$ cat src/usr4_pkg.sv
// shared constants and types for the four-stage universal shift register
// assumes a single 100 MHz system clock; all pins are asynchronous to it

package usr4_pkg;

	// ***************************************************
	// sizes and reset values
	// ***************************************************
	localparam int unsigned USR4_STAGES     = 4;
	localparam int unsigned USR4_FIFO_DEPTH = 4;
	localparam logic [3:0]  USR4_STAGE_RST  = 4'h0;
	localparam int unsigned USR4_CLK_NS     = 10;

	// ***************************************************
	// bit positions inside the sampled pin vector
	// ***************************************************
	localparam int unsigned USR4_PIN_CLEAR_N = 0;
	localparam int unsigned USR4_PIN_SEL_LO  = 1;
	localparam int unsigned USR4_PIN_SEL_HI  = 2;
	localparam int unsigned USR4_PIN_SCLK    = 3;
	localparam int unsigned USR4_PIN_SER_L   = 4;
	localparam int unsigned USR4_PIN_SER_R   = 5;
	localparam int unsigned USR4_PIN_PAR_LSB = 6;
	localparam int unsigned USR4_PIN_W       = 10;

	// ***************************************************
	// types
	// ***************************************************
	typedef logic [USR4_STAGES-1:0] usr4_stage_t;
	typedef logic [USR4_PIN_W-1:0]  usr4_pins_t;

	typedef enum logic [1:0] {
		USR4_HOLD,
		USR4_SHIFT_RIGHT,
		USR4_SHIFT_LEFT,
		USR4_LOAD
	} usr4_mode_t;

	typedef struct packed {
		usr4_pins_t  sync1;
		usr4_pins_t  sync2;
		usr4_pins_t  sync3;
		usr4_pins_t  pins;
		usr4_stage_t stages;
		usr4_mode_t  mode;
		logic        push_valid;
		usr4_stage_t push_data;
		logic        lost;
		logic        space;
	} usr4_core_t;

	// mode select pair to operating mode
	function automatic usr4_mode_t usr4_decode_mode(input logic sel_hi,
		input logic sel_lo);
		usr4_mode_t m;
		m = USR4_HOLD;
		case ({sel_hi, sel_lo})
			2'h0: m = USR4_HOLD;
			2'h1: m = USR4_SHIFT_RIGHT;
			2'h2: m = USR4_SHIFT_LEFT;
			default: m = USR4_LOAD;
		endcase
		return m;
	endfunction

endpackage

$ cat src/usr4_fifo.sv
// small shift-style FIFO carrying register snapshots to a consumer
// assumes producer and consumer share the clock; head entry is a flop

`timescale 1ns/100ps

module usr4_fifo #(
	parameter int unsigned WIDTH = 4,
	parameter int unsigned DEPTH = 4
) (
	input  wire logic             ref_clk,   // system clock
	input  wire logic             reset_n,   // async reset, active low
	input  wire logic             in_valid,  // producer offers a word
	output logic                  in_ready,  // room for one more word
	input  wire logic [WIDTH-1:0] in_data,   // word offered
	output logic                  out_valid, // head word present
	input  wire logic             out_ready, // consumer takes head
	output logic [WIDTH-1:0]      out_data   // head word
);

	generate
		if (WIDTH < 1 || DEPTH < 2) begin : g_bad_size
			$error("usr4_fifo needs WIDTH >= 1 and DEPTH >= 2");
		end
	endgenerate

	typedef struct packed {
		logic [DEPTH-1:0][WIDTH-1:0] data;
		logic [DEPTH-1:0]            vld;
	} usr4_fifo_t;

	usr4_fifo_t s;
	usr4_fifo_t next_s;
	logic       placed;

	// ***************************************************
	// next state
	// ***************************************************
	always_comb begin
		next_s = s;
		placed = 1'b0;
		// pop first so a push lands behind the words that remain; a full
		// queue still refuses, as ready ignores out_ready
		if (out_ready && s.vld[0]) begin
			for (int i = 0; i < DEPTH - 1; i++) begin
				next_s.data[i] = s.data[i+1];
				next_s.vld[i]  = s.vld[i+1];
			end
			next_s.data[DEPTH-1] = '0;
			next_s.vld[DEPTH-1]  = 1'b0;
		end
		if (in_valid && in_ready) begin
			for (int i = 0; i < DEPTH; i++) begin
				if (!placed && !next_s.vld[i]) begin
					next_s.data[i] = in_data;
					next_s.vld[i]  = 1'b1;
					placed         = 1'b1;
				end
			end
		end
	end

	always_ff @(posedge ref_clk or negedge reset_n) begin
		if (!reset_n) begin
			s <= '0;
		end else begin
			s <= next_s;
		end
	end

	// ready looks only at stored state, never at out_ready
	assign in_ready  = !s.vld[DEPTH-1];
	assign out_valid = s.vld[0];
	assign out_data  = s.data[0];

endmodule

$ cat src/usr4_shift_reg.sv
// four-stage bidirectional universal shift register behind sampled pins
// assumes all control and data pins are asynchronous to ref_clk; the
// external shift clock is a pin sampled like the rest, so its rising
// edge acts some cycles later than it occurs on the board
//
// Notes on behaviour
// - four stages, shift either way or load
// - clear low forces all stages low
// - clock low keeps stages unchanged
// - stages change only on rising clock or clear low
// - both selects high load parallel inputs
// - select low-high shifts right from right input
// - select high-low shifts left from left input
// - shifting ignores parallel inputs
// - both selects low hold stages

`timescale 1ns/100ps

module usr4_shift_reg
	import usr4_pkg::*;
#(
	parameter int unsigned FIFO_DEPTH = USR4_FIFO_DEPTH
) (
	input  wire logic           ref_clk,      // system clock, 100 MHz
	input  wire logic           reset_n,      // async reset, active low
	input  wire logic           clear_n,      // clear pin, active low
	input  wire logic           mode_sel_hi,  // mode select high bit
	input  wire logic           mode_sel_lo,  // mode select low bit
	input  wire logic           shift_clk,    // register clock pin
	input  wire logic           serial_left,  // serial in, shift left
	input  wire logic           serial_right, // serial in, shift right
	input  wire logic [3:0]     par_in,       // parallel data, bit 0 first
	output logic                stage_out_0,  // first stage
	output logic                stage_out_1,  // second stage
	output logic                stage_out_2,  // third stage
	output logic                stage_out_3,  // last stage
	output usr4_pkg::usr4_mode_t mode_now,    // mode now in force
	output logic                snap_valid,   // snapshot word present
	input  wire logic           snap_ready,   // consumer takes snapshot
	output usr4_pkg::usr4_stage_t snap_data,  // stage contents snapshot
	output logic                snap_space,   // snapshot queue had room
	output logic                snap_lost     // sticky: snapshot dropped
);

	import usr4_pkg::*;

	generate
		if (FIFO_DEPTH < 2) begin : g_bad_depth
			$error("usr4_shift_reg needs FIFO_DEPTH >= 2");
		end
	endgenerate

	// ***************************************************
	// state
	// ***************************************************
	localparam usr4_core_t CORE_RST = '{
		sync1:      '0,
		sync2:      '0,
		sync3:      '0,
		pins:       '0,
		stages:     USR4_STAGE_RST,
		mode:       USR4_HOLD,
		push_valid: 1'b0,
		push_data:  USR4_STAGE_RST,
		lost:       1'b0,
		space:      1'b0
	};

	usr4_core_t  s;
	usr4_core_t  next_s;
	usr4_pins_t  pin_vec;
	logic        clk_rise;
	logic        fifo_in_ready;
	usr4_mode_t  mode;

	assign pin_vec = {par_in, serial_right, serial_left, shift_clk,
		mode_sel_hi, mode_sel_lo, clear_n};

	// ***************************************************
	// next state
	// ***************************************************
	always_comb begin
		next_s   = s;
		clk_rise = 1'b0;
		mode     = USR4_HOLD;

		// three-stage pin sampling; a level counts once the last two agree
		next_s.sync1 = pin_vec;
		next_s.sync2 = s.sync1;
		next_s.sync3 = s.sync2;
		for (int i = 0; i < USR4_PIN_W; i++) begin
			if (s.sync2[i] == s.sync3[i]) begin
				next_s.pins[i] = s.sync2[i];
			end
		end

		// settled levels only
		// every pin passes the same filter, so mode and data seen with a
		// clock edge are the levels sampled in the same ref_clk cycle as that edge
		mode        = usr4_decode_mode(next_s.pins[USR4_PIN_SEL_HI],
			next_s.pins[USR4_PIN_SEL_LO]);
		next_s.mode = mode;

		clk_rise = next_s.pins[USR4_PIN_SCLK] && !s.pins[USR4_PIN_SCLK];

		if (!next_s.pins[USR4_PIN_CLEAR_N]) begin
			next_s.stages = USR4_STAGE_RST;
		end else if (clk_rise) begin
			case (mode)
				USR4_LOAD: begin
					next_s.stages = next_s.pins[USR4_PIN_PAR_LSB +:
						USR4_STAGES];
				end
				USR4_SHIFT_RIGHT: begin
					next_s.stages = {s.stages[USR4_STAGES-2:0],
						next_s.pins[USR4_PIN_SER_R]};
				end
				USR4_SHIFT_LEFT: begin
					next_s.stages = {next_s.pins[USR4_PIN_SER_L],
						s.stages[USR4_STAGES-1:1]};
				end
				USR4_HOLD: begin
					next_s.stages = s.stages;
				end
				default: begin
					next_s.stages = s.stages;
				end
			endcase
		end

		// every change of contents is offered once to the snapshot queue
		next_s.push_valid = (next_s.stages != s.stages);
		next_s.push_data  = next_s.stages;

		// a refused offer is dropped rather than stalling the register,
		// which must follow the pins; a new drop beats a clear
		if (s.push_valid && !fifo_in_ready) begin
			next_s.lost = 1'b1;
		end else if (!next_s.pins[USR4_PIN_CLEAR_N]) begin
			next_s.lost = 1'b0;
		end
		next_s.space = fifo_in_ready;
	end

	// ***************************************************
	// registers
	// ***************************************************
	always_ff @(posedge ref_clk or negedge reset_n) begin
		if (!reset_n) begin
			s <= CORE_RST;
		end else begin
			s <= next_s;
		end
	end

	// ***************************************************
	// snapshot queue
	// ***************************************************
	usr4_fifo #(
		.WIDTH (USR4_STAGES),
		.DEPTH (FIFO_DEPTH)
	) u_snap_fifo (
		.ref_clk   (ref_clk),
		.reset_n   (reset_n),
		.in_valid  (s.push_valid),
		.in_ready  (fifo_in_ready),
		.in_data   (s.push_data),
		.out_valid (snap_valid),
		.out_ready (snap_ready),
		.out_data  (snap_data)
	);

	// ***************************************************
	// outputs
	// ***************************************************
	// four stage outputs
	assign stage_out_0 = s.stages[0];
	assign stage_out_1 = s.stages[1];
	assign stage_out_2 = s.stages[2];
	assign stage_out_3 = s.stages[3];
	assign mode_now    = s.mode;
	assign snap_space  = s.space;
	assign snap_lost   = s.lost;

endmodule

$ cat config.mk
export PLATFORM = sky130hd
export DESIGN_NAME = usr4_shift_reg
export DESIGN_NICKNAME = d
export VERILOG_FILES = /design/src/usr4_pkg.sv /design/src/usr4_fifo.sv /design/src/usr4_shift_reg.sv
export SDC_FILE = /design/constraint.sdc
export NUM_CORES = 1
export LEC_CHECK = 0
export BUFFER_PORTS_ARGS = -buffer_cell sky130_fd_sc_hd__buf_2
export CAP_MARGIN = 20
export CORE_MARGIN = 5
export CORE_UTILIZATION = 57
export CTS_CLUSTER_DIAMETER = 60
export DETAILED_ROUTE_END_ITERATION = 8
export PLACE_DENSITY_LB_ADDON = 0.3
export REMOVE_ABC_BUFFERS = 1
export SLEW_MARGIN = 20
export SYNTH_ARGS = -nofsm -noshare
export SYNTH_HDL_FRONTEND = slang
export SYNTH_SLANG_ARGS = --single-unit
$ cat constraint.sdc
create_clock -name ref_clk -period 2.8 [get_ports ref_clk]
set_clock_uncertainty 0.05 [all_clocks]
set_input_delay 0.56 -clock ref_clk [delete_from_list [all_inputs] [get_ports ref_clk]]
set_output_delay 0.56 -clock ref_clk [all_outputs]
set_load 0.02 [all_outputs]
# Word-level counts from Yosys, hierarchy flattened
# Cells that the tools add are included.
# op_classes
n_eq_ne	17
n_reduce_logical	17
mux	31
# ops
operator	n
two-way mux 20 bit	2
two-way mux 4 bit	6
two-way mux 1 bit	21
one-hot mux 4 bit (4 select lines)	1
equality test 1 bit	10
zero test 1 bit	8
logical AND 1 bit	7
equality test 2 bit (second input constant)	3
one-hot mux 2 bit (3 select lines)	1
equality test 2 x 1 -> 1 bit (second input constant)	2
zero test 2 bit	2
!= test 4 bit	1
!= test 2 x 1 -> 1 bit (second input constant)	1
# totals
input_bits	13
out_inout_bits	13
reg_bits	69
wordCells	79

# Depth between registers and ports, before layout
# depth
word_depth	16
ltp_mapped	8
ltp_nobuf	8

# Modules after synthesis
# From an unflattened synthesis, not the netlist that was laid out.
# hier_totals
cells_unflattened	207
area_unflattened_um2	2775.2
# by_module_without_submodules
mod	cells_per_inst	area_per_inst_um2	seq_area_each_um2	n_inst
usr4_shift_reg	119	1730.4	1201.2	1
usr4_fifo	88	1044.8	500.5	1

# Worst setup path after synthesis
# Ideal clock, no wire load.
# synth_timing
kind	flip-flop to flip-flop
from	register s (netlist bit next_s[25])
to	register s[6] (netlist name)
t_arrival_ns	1.665
synth_period_minus_slack_ns	1.845
path_slack_ns	0.955
stages_incl_launch_ff	8
n_path_buf	1
t_required_ns	2.621
setup_ns	0.129
cell_sequence	dfrtp_1 -> maj3_2 -> buf_6 -> mux2_4 -> a22oi_2 -> o32ai_1 -> o211ai_2 -> nand3_1
# synth_lines
element	line_no	text
from (decl)	usr4_shift_reg.sv:69	usr4_core_t s;
from (signal assigned)	usr4_shift_reg.sv:152	s <= next_s;

==> results.txt <==
Top cell type's share of synthesized area -> 0.641
H-Tree Depth -> 3
Critical Path End -> s[6]
Vias/cell -> 5.49
RSZ-0062 raised after global routing -> false
Routed WL per cell -> 14.5 um
Reg clk slew, reported paths -> 70 ps
R2R setup slack -> 850 ps
CTS tree -> yes
Metal1 wirelength -> 1.90 mm
Antenna Nets Post-Route -> 0
Hpwl dp -> 2.94 mm
Sw frac -> 0.272
Setup Buffers After CTS -> 0
Fmax -> 0.513 GHz
Die Ht -> 78.2 um
Post-place instance area -> 2770 um2
Final Instance Area -> 2960 um2
Internal -> 1.62 mW
RePlAce Congestion -> 0.893
CP Launch Type -> register
Seq pwr share -> 0.516
Fin Setup TNS -> 0 ps
Placed cell count -> 278
Final Non-Filler Cells -> 293
Crit path cell chain -> maj3_2, mux2i_1, mux2_2, a22o_1, o21ai_0, nand3_1
Met3 Wirelength -> 243 um
Pre-antenna DRT Iters -> 4
Worst path max stage delay -> 440 ps
Warnings from Yosys -> 0
Most frequent cells in the layout -> 68 x dfrtp_1, 30 x nand2_1, 25 x buf_2
Flops & latches, synth -> 68
CP Class -> reg2reg
P_leak -> 1.42 nW
Hold-fix buffers, CTS -> 0
Top sig layer -> met4
Reg-to-Reg End -> s[6]
Total of max-cap violations -> 0
# DRC -> 0
Final-layout fill cell count -> 357
Pin count of the biggest net entering global routing -> 38
Via Count -> 1608
Row cnt -> 24
Hold Vio Cnt, Final -> 0
GR Util All Layers -> 0.159
Nets -> 250
Post-Synthesis Cells -> 216
Clock sink count -> 68
Run status -> complete, no violations
Slew Viols, Final -> 0
Post-layout min period -> 1950 ps
Relative slew slack -> 0.426
Layout cells sized above 1 -> 0.195
Antenna diode count -> 0
CP Data Arrival Time -> 2110 ps
Origin of the critical flop-to-flop path -> next_s[25]
Worst-Skew Late Latency -> 340 ps
Root Buffer -> clkbuf_8
Setup crit start -> next_s[25]
Tcrit/Tclk final -> 0.696
Bufs on Longest Clock Path -> 2
Total CTS buffers -> 9
IO Port Bufs -> 25
Critical path depth -> 6
Slowest CP cell -> maj3_2
Synth area leader -> dfrtp_1
Cts repair resizes -> 0
Comb power frac -> 0.155
Metal2 WL -> 2.03 mm
Final setup fails -> 0
Seq/Total Area, Yosys -> 0.641
Gr ovfl total -> 0
Final setup margin -> 852 ps
Detailed Route Iter0 Violations -> 53
Antenna violations before repair -> 0
Final Util -> 0.666
Netlist cell types -> 36
Core ar. -> 4440 um2
Largest delay share family, worst path -> multiplexers
Worst Hold Class -> in2async
Netlist Area Pre-Place -> 2650 um2
Sw Pwr -> 0.608 mW
Worst slew pin tran -> 859 ps
Area added between synthesis and finish -> 11.6%
Drt total wl -> 4.24 mm
I/O pin cnt -> 26
Power Density -> 754 nW/um2
Worst Setup End Kind -> register
Most common cell after layout, fill and taps aside -> dfrtp_1
Die area -> 6120 um2
Max VDD drop -> 0.507 mV
CP required -> 2960 ps
DIE WIDTH -> 78.2 um
Worst slack at placement -> 876 ps
R2R depth -> 6
Avg Inst Size Synth -> 12.3 um2
Top post-synthesis cells by area -> dfrtp_1 64%, mux2i_1 6.8%, nand2_1 4.2%
Starting Density -> 0.597
First-pass GRT wire length -> 7.45 mm
CP bufs+invs -> 0
CP max FO -> 13
Clk pwr share -> 0.329
Vias in the first global route -> 1605
## power groups by stage
stage / registers (mW) / clock network (mW) / logic [mW]
3_5_place_dp: 1.17 / 0 / 0.348
2_1_floorplan: 1.18 / 0 / 0.212
3_3_place_gp: 1.17 / 0 / 0.342
6_report: 1.15 / 0.735 / 0.345
4_1_cts: 1.15 / 0.761 / 0.349
5_1_grt: 1.17 / 0.804 / 0.381
## registers in the layout, summed over array words and instances (netlist names)
| name | cells |
|---|---|
| u_snap_fifo.s | 15 |
| snap_space | 1 |
| s | 25 |
| snap_lost | 1 |
| mode_now | 1 |
| u_snap_fifo.out_valid | 1 |
| u_snap_fifo.out_data | 4 |
| next_s | 20 |
## cell usage after synthesis (all sizes together)
| cell | instances |
|---|---|
| a211oi | 4 |
| a21o | 3 |
| a21oi | 4 |
| a22o | 3 |
| a22oi | 3 |
| a31oi | 1 |
| a41oi | 1 |
| and3b | 1 |
| buf | 10 |
| clkbuf | 7 |
| dfrtp | 68 |
| inv | 4 |
| maj3 | 9 |
| mux2 | 3 |
| mux2i | 18 |
| nand2 | 30 |
| nand2b | 1 |
| nand3 | 2 |
| nor2 | 7 |
| nor2b | 6 |
| nor3 | 1 |
| nor3b | 1 |
| nor4 | 1 |
| o2111a | 1 |
| o211ai | 1 |
| o21ai | 20 |
| o221ai | 1 |
| o22ai | 3 |
| o2bb2ai | 1 |
| o32ai | 1 |
## logic make-up (layout without fill, tap and decap cells)
logic type	Yosys count	in the layout	share of synthesized area
AOI/OAI and AO/OA	47	47	0.117
adders and majority gates	9	9	0.0344
buffers and inverters	21	46	0.0424
DFF	68	68	0.641
muxes	21	21	0.0820
and+or+nand+nor	50	50	0.0830
## area by class of cell
class                      count  area [um2]  share of cell area
inverter                       4        15.0             0.00507
multi-input combinational    127         840               0.283
sequential                    68        1700               0.575
timing repair buffer          27         153              0.0515
clock inverter                 1        5.00             0.00169
tap                           52        65.1              0.0220
clock buffer                  14         183              0.0617
## stage by stage
| stage | power, mW | hold slack, ps |
|---|---|---|
| global route | 2.35 | 97.3 |
| finish | 2.23 | 83.8 |
| detailed placement | 1.52 | 286 |
| floorplan | 1.40 | 214 |
| CTS | 2.26 | 77.7 |
| global placement | 1.51 | 282 |
## layer usage
layer | global-route usage | up-vias
li1 | - | 788
met1 | 0.202 | 772
met2 | 0.238 | 40
met3 | 0.0721 | 8
met4 | 0.0664 | 0
met5 | 0 | -
## worst min-delay path by stage
stage | from | end | cells after the start
after floorplan | reset_n | mode_now[1] | 0
after global placement | next_s[33] | next_s[23] | 0
after detailed placement | next_s[38] | next_s[28] | 0
after CTS | reset_n | u_snap_fifo.s[8] | 1
after global routing | reset_n | u_snap_fifo.s[13] | 1
final | reset_n | u_snap_fifo.s[8] | 1
No activity file was read; power rests on OpenSTA's default activity.
